==> src/lsb_defs.svh <==
`ifndef LSB_DEFS_SVH
`define LSB_DEFS_SVH

// Register indices; byte address is four times the index
`define LSB_IDX_CUR_HIGH 6'h07
`define LSB_IDX_CUR_LOW 6'h08
`define LSB_IDX_FE_CTRL 6'h0A
`define LSB_IDX_DEAD_TIME 6'h0B
`define LSB_IDX_FAULT 6'h0C
`define LSB_IDX_SEQ_STAT 6'h10

// Reset values
`define LSB_RST_CUR_HIGH 2'h0
`define LSB_RST_CUR_LOW 8'h00
`define LSB_RST_TRIM 1'b0
`define LSB_RST_GAIN 2'h0
`define LSB_RST_SEL 3'h0
`define LSB_RST_DEAD_TIME 8'h00
`define LSB_RST_FAULT 8'h00

// Field positions
`define LSB_FE_ON_BIT 6
`define LSB_TRIM_BIT 5
`define LSB_GAIN_HI 4
`define LSB_GAIN_LO 3
`define LSB_SEL_HI 2
`define LSB_SEL_LO 0
`define LSB_CUR_HIGH_HI 1
`define LSB_STAT_BUSY_BIT 0
`define LSB_STAT_DEAD_BIT 1

// Timing
`define LSB_CLK_PERIOD_NS 25
`define LSB_OPEN_MIN_NS 333
`define LSB_OPEN_MAX_NS 444
`define LSB_OPEN_CYC ((`LSB_OPEN_MIN_NS + `LSB_CLK_PERIOD_NS - 1) / `LSB_CLK_PERIOD_NS)
`define LSB_OPEN_MAX_CYC (`LSB_OPEN_MAX_NS / `LSB_CLK_PERIOD_NS)
`define LSB_DEAD_BASE_NS 222
`define LSB_DEAD_STEP_NS 111

`endif

==> src/lsb_pkg.sv <==
package lsb_pkg;

    typedef enum logic [1:0] {
        LSB_GAIN_OFF,
        LSB_GAIN_X1,
        LSB_GAIN_X9P5,
        LSB_GAIN_X18
    } lsb_gain_t;

    typedef enum {
        LSB_SEQ_IDLE,
        LSB_SEQ_OPENING,
        LSB_SEQ_DEAD
    } lsb_seq_state_t;

    typedef struct packed {
        logic en;
        logic [5:0] idx;
        logic [7:0] data;
    } lsb_wr_t;

    typedef struct packed {
        logic busy;
        logic dead;
    } lsb_seq_stat_t;

    function automatic logic [5:0] lsb_idx_of(input logic [7:0] addr);
        return addr[7:2];
    endfunction

    function automatic logic lsb_is_aligned(input logic [7:0] addr);
        return addr[1:0] == 2'h0;
    endfunction

endpackage

==> src/lsb_apb_port.sv <==
`timescale 1ns/1ps
`include "lsb_defs.svh"
module lsb_apb_port import lsb_pkg::*; (
    input wire logic ref_clk,
    input wire logic rst,
    input wire logic psel,
    input wire logic penable,
    input wire logic pwrite,
    input wire logic [7:0] paddr,
    input wire logic [31:0] pwdata,
    input wire logic [31:0] rdata,
    input wire logic hit,
    output logic [31:0] prdata,
    output logic pready,
    output logic pslverr,
    output lsb_wr_t wr
);

    logic access;
    logic done;

    // One wait state so read data can be registered
    assign access = psel && penable;
    assign done = access && pready;

    always_comb begin
        wr.en = done && pwrite && hit;
        wr.idx = lsb_idx_of(paddr);
        wr.data = pwdata[7:0];
    end

    always_ff @(posedge ref_clk or posedge rst) begin
        if (rst) begin
            pready <= 1'b0;
        end else begin
            pready <= access && !pready;
        end
    end

    always_ff @(posedge ref_clk or posedge rst) begin
        if (rst) begin
            prdata <= 32'h00000000;
            pslverr <= 1'b0;
        end else if (access && !pready) begin
            prdata <= (hit && !pwrite) ? rdata : 32'h00000000;
            pslverr <= !hit;
        end else begin
            pslverr <= 1'b0;
        end
    end

endmodule

==> src/lsb_strobe_seq.sv <==
`timescale 1ns/1ps
`include "lsb_defs.svh"
module lsb_strobe_seq import lsb_pkg::*; (
    input wire logic ref_clk,
    input wire logic rst,
    input wire logic [1:0] colour_select_in,
    input wire logic [7:0] dead_time_code,
    output logic [2:0] switch_close,
    output lsb_seq_stat_t stat
);

    lsb_seq_state_t state_reg;
    logic [1:0] sel_prev_reg;
    logic [1:0] target_reg;
    logic [4:0] open_cnt_reg;
    logic [15:0] acc_ns_reg;
    logic [15:0] dead_ns;
    logic change;

    function automatic logic [2:0] close_of(input logic [1:0] sel);
        case (sel)
            2'h1: return 3'h1;
            2'h2: return 3'h2;
            2'h3: return 3'h4;
            default: return 3'h0;
        endcase
    endfunction

    assign change = colour_select_in != sel_prev_reg;
    assign dead_ns = 16'(`LSB_DEAD_BASE_NS) + 16'(`LSB_DEAD_STEP_NS) * {8'h00, dead_time_code};

    always_ff @(posedge ref_clk or posedge rst) begin
        if (rst) begin
            sel_prev_reg <= 2'h0;
        end else begin
            sel_prev_reg <= colour_select_in;
        end
    end

    always_ff @(posedge ref_clk or posedge rst) begin
        if (rst) begin
            state_reg <= LSB_SEQ_IDLE;
            target_reg <= 2'h0;
            open_cnt_reg <= 5'h00;
            acc_ns_reg <= 16'h0000;
            switch_close <= 3'h0;
        end else if (change) begin
            // A new select restarts the sequence from the open phase
            state_reg <= LSB_SEQ_OPENING;
            target_reg <= colour_select_in;
            open_cnt_reg <= 5'h01;
        end else begin
            case (state_reg)
                LSB_SEQ_OPENING: begin
                    if (open_cnt_reg == 5'(`LSB_OPEN_CYC)) begin
                        switch_close <= 3'h0;
                        acc_ns_reg <= 16'h0000;
                        state_reg <= LSB_SEQ_DEAD;
                    end else begin
                        open_cnt_reg <= open_cnt_reg + 5'h01;
                    end
                end
                LSB_SEQ_DEAD: begin
                    if (acc_ns_reg + 16'(`LSB_CLK_PERIOD_NS) >= dead_ns) begin
                        switch_close <= close_of(target_reg);
                        state_reg <= LSB_SEQ_IDLE;
                    end else begin
                        acc_ns_reg <= acc_ns_reg + 16'(`LSB_CLK_PERIOD_NS);
                    end
                end
                default: begin
                    state_reg <= LSB_SEQ_IDLE;
                end
            endcase
        end
    end

    always_comb begin
        stat.busy = state_reg != LSB_SEQ_IDLE;
        stat.dead = state_reg == LSB_SEQ_DEAD;
    end

endmodule

==> src/lsb_regs.sv <==
// Functional notes
// - Low current byte, read/write, resets zero
// - Code zero gives no current; linear steps
// - Front end enable bit read-only, resets zero
// - Comparator output released when front end off
// - Trim bypass bit steers calibration trim
// - Two-bit gain field selects amplifier gain
// - Three-bit selector routes one measurement source
// - Dead time code sets switch gap
// - Switches open 333 to 444 ns after change
// - Upper current bits at index 0x07
//
// The APB slave port was decided locally.
`timescale 1ns/1ps
`include "lsb_defs.svh"
module lsb_regs import lsb_pkg::*; (
    input wire logic ref_clk,
    input wire logic rst,
    input wire logic psel,
    input wire logic penable,
    input wire logic pwrite,
    input wire logic [7:0] paddr,
    input wire logic [31:0] pwdata,
    output logic [31:0] prdata,
    output logic pready,
    output logic pslverr,
    input wire logic [1:0] colour_select_in,
    input wire logic front_end_on_in,
    input wire logic [7:0] fault_flags_in,
    input wire logic comp_in,
    output logic comp_out,
    output logic comp_oe,
    output logic [9:0] third_channel_current_code,
    output logic current_on,
    output logic trim_bypass,
    output logic amp_on,
    output logic [1:0] amp_gain_sel,
    output logic [2:0] meas_source_sel,
    output logic [7:0] meas_route,
    output logic [2:0] switch_close
);

    ////////////////////////////////////////////////////////////////////////////////

    lsb_wr_t wr;
    lsb_seq_stat_t seq_stat;
    logic [5:0] rd_idx;
    logic rd_hit;
    logic [31:0] rdata_next;

    logic [1:0] cur_high_reg;
    logic [7:0] cur_low_reg;
    logic trim_reg;
    logic [1:0] gain_reg;
    logic [2:0] sel_reg;
    logic [7:0] dead_time_reg;
    logic front_end_on_reg;
    logic [7:0] fault_reg;
    logic [9:0] code_next;
    lsb_gain_t gain_mode;
    logic wr_cur_high;
    logic wr_cur_low;
    logic wr_fe_ctrl;
    logic wr_dead_time;

    ////////////////////////////////////////////////////////////////////////////////

    function automatic logic idx_mapped(input logic [5:0] idx);
        logic ok;
        ok = 1'b0;
        if (idx == `LSB_IDX_CUR_HIGH) begin
            ok = 1'b1;
        end else if (idx == `LSB_IDX_CUR_LOW) begin
            ok = 1'b1;
        end else if (idx == `LSB_IDX_FE_CTRL) begin
            ok = 1'b1;
        end else if (idx == `LSB_IDX_DEAD_TIME) begin
            ok = 1'b1;
        end else if (idx == `LSB_IDX_FAULT) begin
            ok = 1'b1;
        end else if (idx == `LSB_IDX_SEQ_STAT) begin
            ok = 1'b1;
        end
        return ok;
    endfunction

    function automatic logic wr_to(input lsb_wr_t w, input logic [5:0] idx);
        return w.en && (w.idx == idx);
    endfunction

    ////////////////////////////////////////////////////////////////////////////////

    assign rd_idx = lsb_idx_of(paddr);
    assign rd_hit = lsb_is_aligned(paddr) && idx_mapped(rd_idx);

    // One write strobe per writable register
    assign wr_cur_high = wr_to(wr, `LSB_IDX_CUR_HIGH);
    assign wr_cur_low = wr_to(wr, `LSB_IDX_CUR_LOW);
    assign wr_fe_ctrl = wr_to(wr, `LSB_IDX_FE_CTRL);
    assign wr_dead_time = wr_to(wr, `LSB_IDX_DEAD_TIME);

    lsb_apb_port u_port (
        .ref_clk(ref_clk),
        .rst(rst),
        .psel(psel),
        .penable(penable),
        .pwrite(pwrite),
        .paddr(paddr),
        .pwdata(pwdata),
        .rdata(rdata_next),
        .hit(rd_hit),
        .prdata(prdata),
        .pready(pready),
        .pslverr(pslverr),
        .wr(wr)
    );

    ////////////////////////////////////////////////////////////////////////////////

    always_ff @(posedge ref_clk or posedge rst) begin
        if (rst) begin
            cur_high_reg <= `LSB_RST_CUR_HIGH;
        end else if (wr_cur_high) begin
            cur_high_reg <= wr.data[`LSB_CUR_HIGH_HI:0];
        end
    end

    always_ff @(posedge ref_clk or posedge rst) begin
        if (rst) begin
            cur_low_reg <= `LSB_RST_CUR_LOW;
        end else if (wr_cur_low) begin
            cur_low_reg <= wr.data;
        end
    end

    // Front end control; the enable bit is not writable
    // Trim bypass write
    always_ff @(posedge ref_clk or posedge rst) begin
        if (rst) begin
            trim_reg <= `LSB_RST_TRIM;
        end else if (wr_fe_ctrl) begin
            trim_reg <= wr.data[`LSB_TRIM_BIT];
        end
    end

    always_ff @(posedge ref_clk or posedge rst) begin
        if (rst) begin
            gain_reg <= `LSB_RST_GAIN;
        end else if (wr_fe_ctrl) begin
            gain_reg <= wr.data[`LSB_GAIN_HI:`LSB_GAIN_LO];
        end
    end

    always_ff @(posedge ref_clk or posedge rst) begin
        if (rst) begin
            sel_reg <= `LSB_RST_SEL;
        end else if (wr_fe_ctrl) begin
            sel_reg <= wr.data[`LSB_SEL_HI:`LSB_SEL_LO];
        end
    end

    always_ff @(posedge ref_clk or posedge rst) begin
        if (rst) begin
            dead_time_reg <= `LSB_RST_DEAD_TIME;
        end else if (wr_dead_time) begin
            dead_time_reg <= wr.data;
        end
    end

    always_ff @(posedge ref_clk or posedge rst) begin
        if (rst) begin
            front_end_on_reg <= 1'b0;
        end else begin
            front_end_on_reg <= front_end_on_in;
        end
    end

    // Fault flags are live levels; sampled every clock into fault_reg to keep reads stable
    always_ff @(posedge ref_clk or posedge rst) begin
        if (rst) begin
            fault_reg <= `LSB_RST_FAULT;
        end else begin
            fault_reg <= fault_flags_in;
        end
    end

    ////////////////////////////////////////////////////////////////////////////////

    always_comb begin
        rdata_next = 32'h00000000;
        if (rd_idx == `LSB_IDX_CUR_HIGH) begin
            rdata_next[`LSB_CUR_HIGH_HI:0] = cur_high_reg;
        end else if (rd_idx == `LSB_IDX_CUR_LOW) begin
            rdata_next[7:0] = cur_low_reg;
        end else if (rd_idx == `LSB_IDX_FE_CTRL) begin
            rdata_next[`LSB_FE_ON_BIT] = front_end_on_reg;
            rdata_next[`LSB_TRIM_BIT] = trim_reg;
            rdata_next[`LSB_GAIN_HI:`LSB_GAIN_LO] = gain_reg;
            rdata_next[`LSB_SEL_HI:`LSB_SEL_LO] = sel_reg;
        end else if (rd_idx == `LSB_IDX_DEAD_TIME) begin
            rdata_next[7:0] = dead_time_reg;
        end else if (rd_idx == `LSB_IDX_FAULT) begin
            rdata_next[7:0] = fault_reg;
        end else if (rd_idx == `LSB_IDX_SEQ_STAT) begin
            rdata_next[`LSB_STAT_BUSY_BIT] = seq_stat.busy;
            rdata_next[`LSB_STAT_DEAD_BIT] = seq_stat.dead;
        end
    end

    ////////////////////////////////////////////////////////////////////////////////

    assign code_next = {cur_high_reg, cur_low_reg};

    always_ff @(posedge ref_clk or posedge rst) begin
        if (rst) begin
            third_channel_current_code <= 10'h000;
        end else begin
            third_channel_current_code <= code_next;
        end
    end

    always_ff @(posedge ref_clk or posedge rst) begin
        if (rst) begin
            current_on <= 1'b0;
        end else begin
            current_on <= code_next != 10'h000;
        end
    end

    always_ff @(posedge ref_clk or posedge rst) begin
        if (rst) begin
            comp_out <= 1'b0;
        end else begin
            comp_out <= front_end_on_reg && comp_in;
        end
    end

    // Pad goes high-Z whenever the enable is low
    always_ff @(posedge ref_clk or posedge rst) begin
        if (rst) begin
            comp_oe <= 1'b0;
        end else begin
            comp_oe <= front_end_on_reg;
        end
    end

    ////////////////////////////////////////////////////////////////////////////////

    assign gain_mode = lsb_gain_t'(gain_reg);

    // Analog controls registered so they never glitch during a bus write
    // Trim bypass drive
    always_ff @(posedge ref_clk or posedge rst) begin
        if (rst) begin
            trim_bypass <= 1'b0;
        end else begin
            trim_bypass <= trim_reg;
        end
    end

    always_ff @(posedge ref_clk or posedge rst) begin
        if (rst) begin
            amp_on <= 1'b0;
        end else begin
            amp_on <= gain_mode != LSB_GAIN_OFF;
        end
    end

    always_ff @(posedge ref_clk or posedge rst) begin
        if (rst) begin
            amp_gain_sel <= 2'h0;
        end else begin
            amp_gain_sel <= gain_reg;
        end
    end

    ////////////////////////////////////////////////////////////////////////////////

    always_ff @(posedge ref_clk or posedge rst) begin
        if (rst) begin
            meas_source_sel <= 3'h0;
        end else begin
            meas_source_sel <= sel_reg;
        end
    end

    // One flop per route bit, so only the old and new source toggle
    for (genvar s = 0; s < 8; s++) begin : g_route
        always_ff @(posedge ref_clk or posedge rst) begin
            if (rst) begin
                meas_route[s] <= 1'b0;
            end else begin
                meas_route[s] <= sel_reg == 3'(s);
            end
        end
    end

    ////////////////////////////////////////////////////////////////////////////////

    lsb_strobe_seq u_seq (
        .ref_clk(ref_clk),
        .rst(rst),
        .colour_select_in(colour_select_in),
        .dead_time_code(dead_time_reg),
        .switch_close(switch_close),
        .stat(seq_stat)
    );

endmodule

==> config.mk <==
export PLATFORM = sky130hd
export DESIGN_NAME = lsb_regs
export DESIGN_NICKNAME = d
export VERILOG_FILES = /design/src/lsb_pkg.sv /design/src/lsb_apb_port.sv /design/src/lsb_strobe_seq.sv /design/src/lsb_regs.sv
export VERILOG_INCLUDE_DIRS = /design/src
export SDC_FILE = /design/constraint.sdc
export NUM_CORES = 1
export LEC_CHECK = 0
export BUFFER_PORTS_ARGS = -buffer_cell sky130_fd_sc_hd__buf_2
export CAP_MARGIN = 5
export CORE_UTILIZATION = 39
export CTS_BUF_LIST = sky130_fd_sc_hd__clkbuf_16
export CTS_CLUSTER_SIZE = 30
export DETAILED_ROUTE_END_ITERATION = 8
export GPL_TIMING_DRIVEN = 0
export PLACE_DENSITY = 0.6
export SYNTH_ARGS = -nofsm -noshare
export SYNTH_HDL_FRONTEND = slang
export SYNTH_HIERARCHICAL = 1
export SYNTH_SLANG_ARGS = --single-unit
==> constraint.sdc <==
create_clock -name ref_clk -period 7.6 [get_ports ref_clk]
set_input_delay 0 -clock ref_clk [delete_from_list [all_inputs] [get_ports ref_clk]]
set_output_delay 0 -clock ref_clk [all_outputs]
set_load 0.005 [all_outputs]
==> results.md, run 1 <==
- Status: finished clean
- Distinct cells, synth: 64
- Worst min path class: input port to flip-flop
- Comb power frac: 0.070
- Starting DRT DRC Count: 216
- Crit. Startpoint: dead_time_reg[2]
- Sequential share of the synthesized area: 0.406
- Final setup violation count: 0
- R2R Path Start: dead_time_reg[2]
- Largest net degree at the start of global routing: 38
- Met2 Track Usage GR: 0.266
- Grt peak-use layer: met2
- Synth top cells by count: 125 x dfrtp_1, 66 x inv_1, 60 x ha_1
- #FFs+latches synth: 125
- Residual DRC: 0
- CORE AREA: 19400 sq um
- Startpoint types: flip-flop
- Peak VDD IR: 0.152 mV
- Ys flop type: dfrtp_1
- Clock Path Buffers: 2
- Critical Path RT: 7.95 ns
- Layout Skew: 0.00549 ns
- FP Rows: 51
- Worst R2R Path Depth: 23
- Met3 Use GR: 0.0397
- Total track usage: 0.172
- Final instance area: 9470 sq um
- Clk pwr share: 0.503
- Worst Hold Depth: 4
- Leak Pwr: 5.05 nW
- Max cap viols: 0
- Die Y-Extent: 143 um
- # H-tree levels: 4
- Tcrit/Tclk final: 0.856
- Crit path arrival time: 6.85 ns
- Warnings, synthesis: 6
- Die Area: 20300 sq um
- Worst Setup End Kind: flip-flop
- Via count: 5166
- Setup TNS: 0 ns
- Max stage delay on crit path: 0.74 ns
- Slowest stage cell, crit path: o31ai_1
- Chip width: 143 um
- Maximum fanout along the worst path: 10
- CTS buffer count: 17
- Ranking of synthesized cells by area: dfrtp_1 41%, ha_1 9.7%, fa_1 6.0%, mux2_4 5.7%, and3b_1 4.0%
- Final Hold Viols: 0
- First-pass GRT wire length: 27.0 mm
- P_sw: 0.000371 W
- Max Slew Vio Count: 0
- Root buffer cell: clkbuf_16
- Worst slew pin tran: 0.818 ns
- Worst slew margin: 0.450
- Vias in the first global route: 5221
- I/O Buffers: 89
- Met1 Resource Use GR: 0.236
- Syn Inst Count: 665
- Effective utilization at floorplan: 0.397
- N_diodes: 0
- Reg power frac: 0.427
- Post-DP HPWL: 12.3 mm
- Routed wire per std cell: 14.8 um
- Pre-CTS setup slack: 1.16 ns
- Worst r2r dst: u_seq/acc_ns_reg[15]
- Post_cts resized: 0
- Gpl congestion: 0.787
- RSZ-0062 raised after global routing: no
- Synth top area share: 0.406
- Ys async rst share: 1.00
- Final WS setup: 1.09 ns
- Clock Latency Late Sink: 0.42 ns
- Leading area contributor after synthesis: dfrtp_1
- Mapped cell area: 7700 sq um
- Area grow syn2layout: 22.9%
- Cell Chain, Critical Path: inv_1, ha_1, fa_1, inv_1, fa_1, inv_1, fa_1, inv_1, ha_1, o21ai_0, nand2b_1, a31oi_1, nor2_1, a221o_1, xnor2_1, ha_1, nand2_1, nor2_1, nand4_1, o31ai_1, or2_2, buf_2, a22o_1
- DR pass1 iterations: 4
- Worst Setup Path Type: flip-flop to flip-flop
- Period minus WS final: 6.51 ns
- Syn_area_per_cell: 11.6 sq um
- Most instantiated library cell after synthesis: dfrtp_1
- Routed wire length: 16.3 mm
- Gr ovfl total: 0
- Clk slew on worst S/H paths: 0.06 ns
- Switching Fraction: 0.230
- Number of synthesized flops with an enable pin: 0
- Initial antenna violation count: 0
- Layout cells sized above 1: 0.265
- DP Area: 8610 sq um
- Final Net Count: 962
- ANT nets after route: 0
- Num ports: 122
- Max FFs per register: 32
- Post-CTS setup buffer count: 0
- Critical Path End: u_seq/acc_ns_reg[15]
- Fmax: 154 MHz
- CTS tree: yes
- Int Power: 0.00125 W
- Clk sinks: 125
- Reg2reg setup slack: 1.09 ns
- Most used cell, CP: inv_1
- Pwr/cell area: 171 nW/um^2
- Vias per cell: 4.70
==> worst min path at each step <==
stage | startpoint | to
global route | paddr[5] | cur_high_reg[1]
floorplan | fault_flags_in[0] | fault_reg[0]
detailed placement | front_end_on_in | front_end_on_reg
CTS | paddr[5] | cur_high_reg[1]
finish | paddr[5] | cur_high_reg[1]
global placement | fault_flags_in[6] | fault_reg[6]
==> cell usage in the layout (no fill, tap or decap), drive strengths merged, types with 4 or more instances in the layout <==
cell           n
a211oi        18
a21o           9
a21oi         15
a221o          4
a221oi         7
a22o           6
a22oi          4
and2           5
and3           4
and3b         35
buf          116
clkbuf        28
clkinv         7
clkinvlp       5
conb          24
dfrtp        125
dlygate4sd3   23
fa            23
ha            60
inv           66
mux2          57
mux2i          6
nand2         39
nand2b         9
nand3         11
nor2          17
nor3          13
nor3b          4
nor4           5
o21ai         20
o21bai         4
or2            4
or4            4
xnor2         16
xor2          14
==> power groups by stage <==
stage	clock network [W]	logic, W	registers (W)
3_5_place_dp	0	0.000103	0.000702
4_1_cts	0.000835	0.000113	0.000690
2_1_floorplan	0	0.0000712	0.000700
6_report	0.000813	0.000113	0.000690
3_3_place_gp	0	0.0000995	0.000702
5_1_grt	0.000866	0.000127	0.000692
==> per-stage QoR <==
stage                     hold WS, ns  total power (W)  utilization  std cells
after floorplan                0.0314         0.000771            -        688
after global placement          0.109         0.000801        0.441       1042
after detailed placement        0.110         0.000805        0.444       1044
after CTS                      0.0522          0.00164        0.487       1099
after global routing           0.0943          0.00169        0.488       1100
final                          0.0750          0.00162        0.488       1100
==> final cells by class <==
class,instances,area (sq um)
buffer,35,269
timing repair buffer,115,751
multi-input combinational,462,4140
tap,265,332
fill,1821,9930
clock inverter,15,171
sequential,125,3130
inverter,66,248
clock buffer,17,425
==> routing by layer <==
layer | vias to the layer above | share of wire
li1 | 2602 | -
met1 | 2464 | 0.49
met2 | 83 | 0.47
met3 | 17 | 0.029
met4 | 0 | 0.014
met5 | - | 0
==> cell families (layout without fill, tap and decap cells) <==
group / after synthesis / after routing / synth area share
simple gates: 164 / 164 / 0.136
flops: 125 / 125 / 0.406
buf+inv: 101 / 248 / 0.0671
compound gates: 98 / 98 / 0.0936
fa+ha+maj: 83 / 83 / 0.157
mux: 63 / 63 / 0.105
xor+xnor: 30 / 30 / 0.0341
other cells: 1 / 24 / 0.000487
==> what timing repair did <==
item / CTS / global route
hold buffers: 23 / 0
endpoints found under the hold margin: 106 / 0
endpoints found under the setup margin: 0 / 0
==> worst max-delay path: cells and delay by family (launching register included) <==
kind            cells  cell delay, ns
flops               1            0.54
buf+inv             5            0.46
compound gates      5            1.82
simple gates        6            0.85
xor+xnor            1            0.15
fa+ha+maj           6            2.60
No activity file was read; power rests on OpenSTA's default activity.
==> run 2, diff against run 1 <==
--- a/config.mk
+++ b/config.mk
@@ -8,6 +8,7 @@
 export LEC_CHECK = 0
 export BUFFER_PORTS_ARGS = -buffer_cell sky130_fd_sc_hd__buf_2
 export CAP_MARGIN = 5
+export CORE_MARGIN = 1.5
 export CORE_UTILIZATION = 39
 export CTS_BUF_LIST = sky130_fd_sc_hd__clkbuf_16
 export CTS_CLUSTER_SIZE = 30
==> run 2 against run 1 <==
Against the previous run: utilization did not move; power increased by 1.7%; cell count stayed put; global-route usage increased by 0.060 points; register-to-register slack improved by 0.06 ns; fmax rose by 0.96%; wire length increased by 2.8%; worst hold slack got worse by 0.017 ns; non-clock buffer count stayed put; critical path depth unchanged; setup slack gained 0.062 ns; sequential share of layout area stayed put.
==> results.md, run 2 (same netlist as run 1, synthesis figures left out) <==
- Pre-CTS setup slack: 1.14 ns (was 1.16 ns)
- Worst min path class: input port to flip-flop (unchanged)
- P_sw: 0.000370 W (was 0.000371 W)
- Fmax: 155 MHz (was 154 MHz)
- Vias in the first global route: 5278 (was 5221)
- Worst r2r dst: u_seq/acc_ns_reg[4] (was u_seq/acc_ns_reg[15])
- Post_cts resized: 0 (unchanged)
- Post-CTS setup buffer count: 0 (unchanged)
- DR pass1 iterations: 4 (unchanged)
- Worst Setup Path Type: flip-flop to flip-flop (unchanged)
- Metal2 WL: 7.85 mm (was 7.59 mm)
- CTS buffer count: 17 (unchanged)
- Largest net degree at the start of global routing: 45 (was 38)
- Max stage delay on crit path: 0.70 ns (was 0.74 ns)
- Leak Pwr: 5.07 nW (was 5.05 nW)
- Max cap viols: 0 (unchanged)
- Clock Latency Late Sink: 0.42 ns (about the same)
- Most used cell, CP: inv_1 (unchanged)
- Reg2reg setup slack: 1.16 ns (was 1.09 ns)
- Post-DP HPWL: 12.5 mm (was 12.3 mm)
- Setup TNS: 0 ns (unchanged)
- Reg power frac: 0.420 (was 0.427)
- Max FFs per register: 32 (unchanged)
- Switching Fraction: 0.225 (was 0.230)
- Final instance area: 9470 sq um (unchanged)
- Buf/Inv on CP: 5 (unchanged)
- Most frequent cells in the layout: 125 x dfrtp_1, 91 x buf_2, 65 x inv_1, 60 x ha_1, 39 x nand2_1 (was 125 x dfrtp_1, 91 x buf_2, 64 x inv_1, 60 x ha_1, 39 x nand2_1)
- Total track usage: 0.173 (was 0.172)
- Final WS setup: 1.16 ns (was 1.09 ns)
- Effective utilization at floorplan: 0.397 (unchanged)
- Worst R2R Path Depth: 23 (unchanged)
- Hold_sp: paddr[5] (unchanged)
- I/O Buffers: 89 (unchanged)
- # H-tree levels: 4 (unchanged)
- Met3 WL: 548 um (was 467 um)
- First-pass GRT wire length: 27.6 mm (was 27.0 mm)
- CORE AREA: 19400 sq um (unchanged)
- Area grow syn2layout: 22.9% (unchanged)
- Period minus WS final: 6.44 ns (was 6.51 ns)
- Pwr/cell area: 174 nW/um^2 (was 171 nW/um^2)
- Initial antenna violation count: 0 (unchanged)
- Crit path arrival time: 6.79 ns (was 6.85 ns)
- Inst Count DP: 1044 (unchanged)
- Critical Path End: u_seq/acc_ns_reg[4] (was u_seq/acc_ns_reg[15])
- FP Rows: 51 (unchanged)
- Starting DRT DRC Count: 182 (was 216)
- Critical Path RT: 7.95 ns (about the same)
- Cell Chain, Critical Path: inv_1, ha_1, fa_1, inv_1, fa_1, inv_1, fa_1, inv_1, ha_1, o21ai_0, nand2b_1, a31oi_1, nor2_1, a221o_1, xnor2_1, ha_1, nand2_1, nor2_1, nand4_1, o31ai_1, or2_2, buf_2, a22o_1 (unchanged)
- Most common cell after layout, fill and taps aside: dfrtp_1 (unchanged)
- Worst slew pin tran: 0.769 ns (was 0.818 ns)
- ANT nets after route: 0 (unchanged)
- Gr ovfl total: 0 (unchanged)
- Final Net Count: 962 (unchanged)
- Layout cells sized above 1: 0.262 (was 0.265)
- Status: finished clean (unchanged)
- RSZ-0062 raised after global routing: no (unchanged)
- Maximum fanout along the worst path: 10 (unchanged)
- Worst Hold Depth: 4 (unchanged)
- Chip width: 144 um (was 143 um)
- CP delay by family, top: adder cells (unchanged)
- Worst slew margin: 0.483 (was 0.450)
- Fin Hold WS: 0.0577 ns (was 0.0750 ns)
- Crit. Startpoint: dead_time_reg[2] (unchanged)
- Clock Path Buffers: 2 (unchanged)
- Vias per cell: 4.78 (was 4.70)
- N_diodes: 0 (unchanged)
- Peak VDD IR: 0.165 mV (was 0.152 mV)
- Critical Path Stages: 23 (unchanged)
- Int Power: 0.00127 W (was 0.00125 W)
- Final Hold Viols: 0 (unchanged)
- Non-Filler Instances: 1100 (unchanged)
- Residual DRC: 0 (unchanged)
- Startpoint types: flip-flop (unchanged)
- Routed wire length: 16.8 mm (was 16.3 mm)
- CTS tree: yes (unchanged)
- Max Slew Vio Count: 0 (unchanged)
- Clk slew on worst S/H paths: 0.05 ns (was 0.06 ns)
- Layout Skew: 0.00889 ns (was 0.00549 ns)
- Routed wire per std cell: 15.2 um (was 14.8 um)
- Via count: 5263 (was 5166)
- Root buffer cell: clkbuf_16 (unchanged)
- Comb power frac: 0.069 (was 0.070)
- Worst Setup End Kind: flip-flop (unchanged)
- Num ports: 122 (unchanged)
- Clk sinks: 125 (unchanged)
- Slowest stage cell, crit path: o31ai_1 (unchanged)
- Final setup violation count: 0 (unchanged)
- Gpl congestion: 0.768 (was 0.787)
- DP Area: 8610 sq um (unchanged)
- R2R Path Start: dead_time_reg[2] (unchanged)
- Die Y-Extent: 144 um (was 143 um)
- Tcrit/Tclk final: 0.848 (was 0.856)
- M1 WL: 8.16 mm (was 8.02 mm)
- Clk pwr share: 0.511 (was 0.503)
- Die Area: 20600 sq um (was 20300 sq um)
- Top sig layer: met4 (unchanged)
==> run 2: worst register-to-register path: stages, from the launching register on <==
cell	delay [ns]
dfrtp_1	0.54
inv_1	0.09
ha_1	0.39
fa_1	0.53
inv_1	0.05
fa_1	0.52
inv_1	0.05
fa_1	0.55
inv_1	0.05
ha_1	0.33
o21ai_0	0.30
nand2b_1	0.09
a31oi_1	0.30
nor2_1	0.09
a221o_1	0.31
xnor2_1	0.14
ha_1	0.28
nand2_1	0.07
nor2_1	0.16
nand4_1	0.19
o31ai_1	0.70
or2_2	0.25
buf_2	0.22
a22o_1	0.18
==> run 2: metrics by stage <==
stage                     total power (W)   util
after floorplan                  0.000771      -
after global placement           0.000801  0.441
after detailed placement         0.000805  0.444
after CTS                         0.00166  0.487
after global routing              0.00170  0.488
final                             0.00164  0.488
==> run 2: worst min path at each step <==
stage                     slack, ns              end
after floorplan                0.03     fault_reg[0]
after global placement         0.11     fault_reg[1]
final                          0.06  cur_high_reg[1]
after detailed placement       0.06     fault_reg[1]
after CTS                      0.04  cur_high_reg[1]
after global routing           0.07  cur_high_reg[1]
==> run 2: area by class of cell <==
cell class / count / area [sq um]
buffer: 35 / 269
clock buffer: 17 / 425
tap: 265 / 332
inverter: 66 / 248
sequential: 125 / 3130
clock inverter: 15 / 179
timing repair buffer: 115 / 743
multi-input combinational: 462 / 4140
fill: 1822 / 9930
==> run 2: metal layers <==
| metal | track usage | up-vias |
|---|---|---|
| met5 | 0 | - |
| met3 | 0.0393 | 16 |
| met4 | 0.0467 | 0 |
| li1 | - | 2615 |
| met1 | 0.242 | 2548 |
| met2 | 0.268 | 84 |
==> run 2: timing repair <==
item                                    CTS  global route
hold buffers                             23             0
endpoints found under the setup margin    0             0
hold endpoints to repair                101             0
==> run 2: power groups by stage <==
| stage | Sequential [W] | Combinational, W | Clock (W) |
|---|---|---|---|
| floorplan | 0.000700 | 0.0000712 | 0 |
| global placement | 0.000702 | 0.0000995 | 0 |
| detailed placement | 0.000702 | 0.000103 | 0 |
| CTS | 0.000690 | 0.000114 | 0.000853 |
| global route | 0.000692 | 0.000128 | 0.000883 |
| finish | 0.000691 | 0.000113 | 0.000840 |
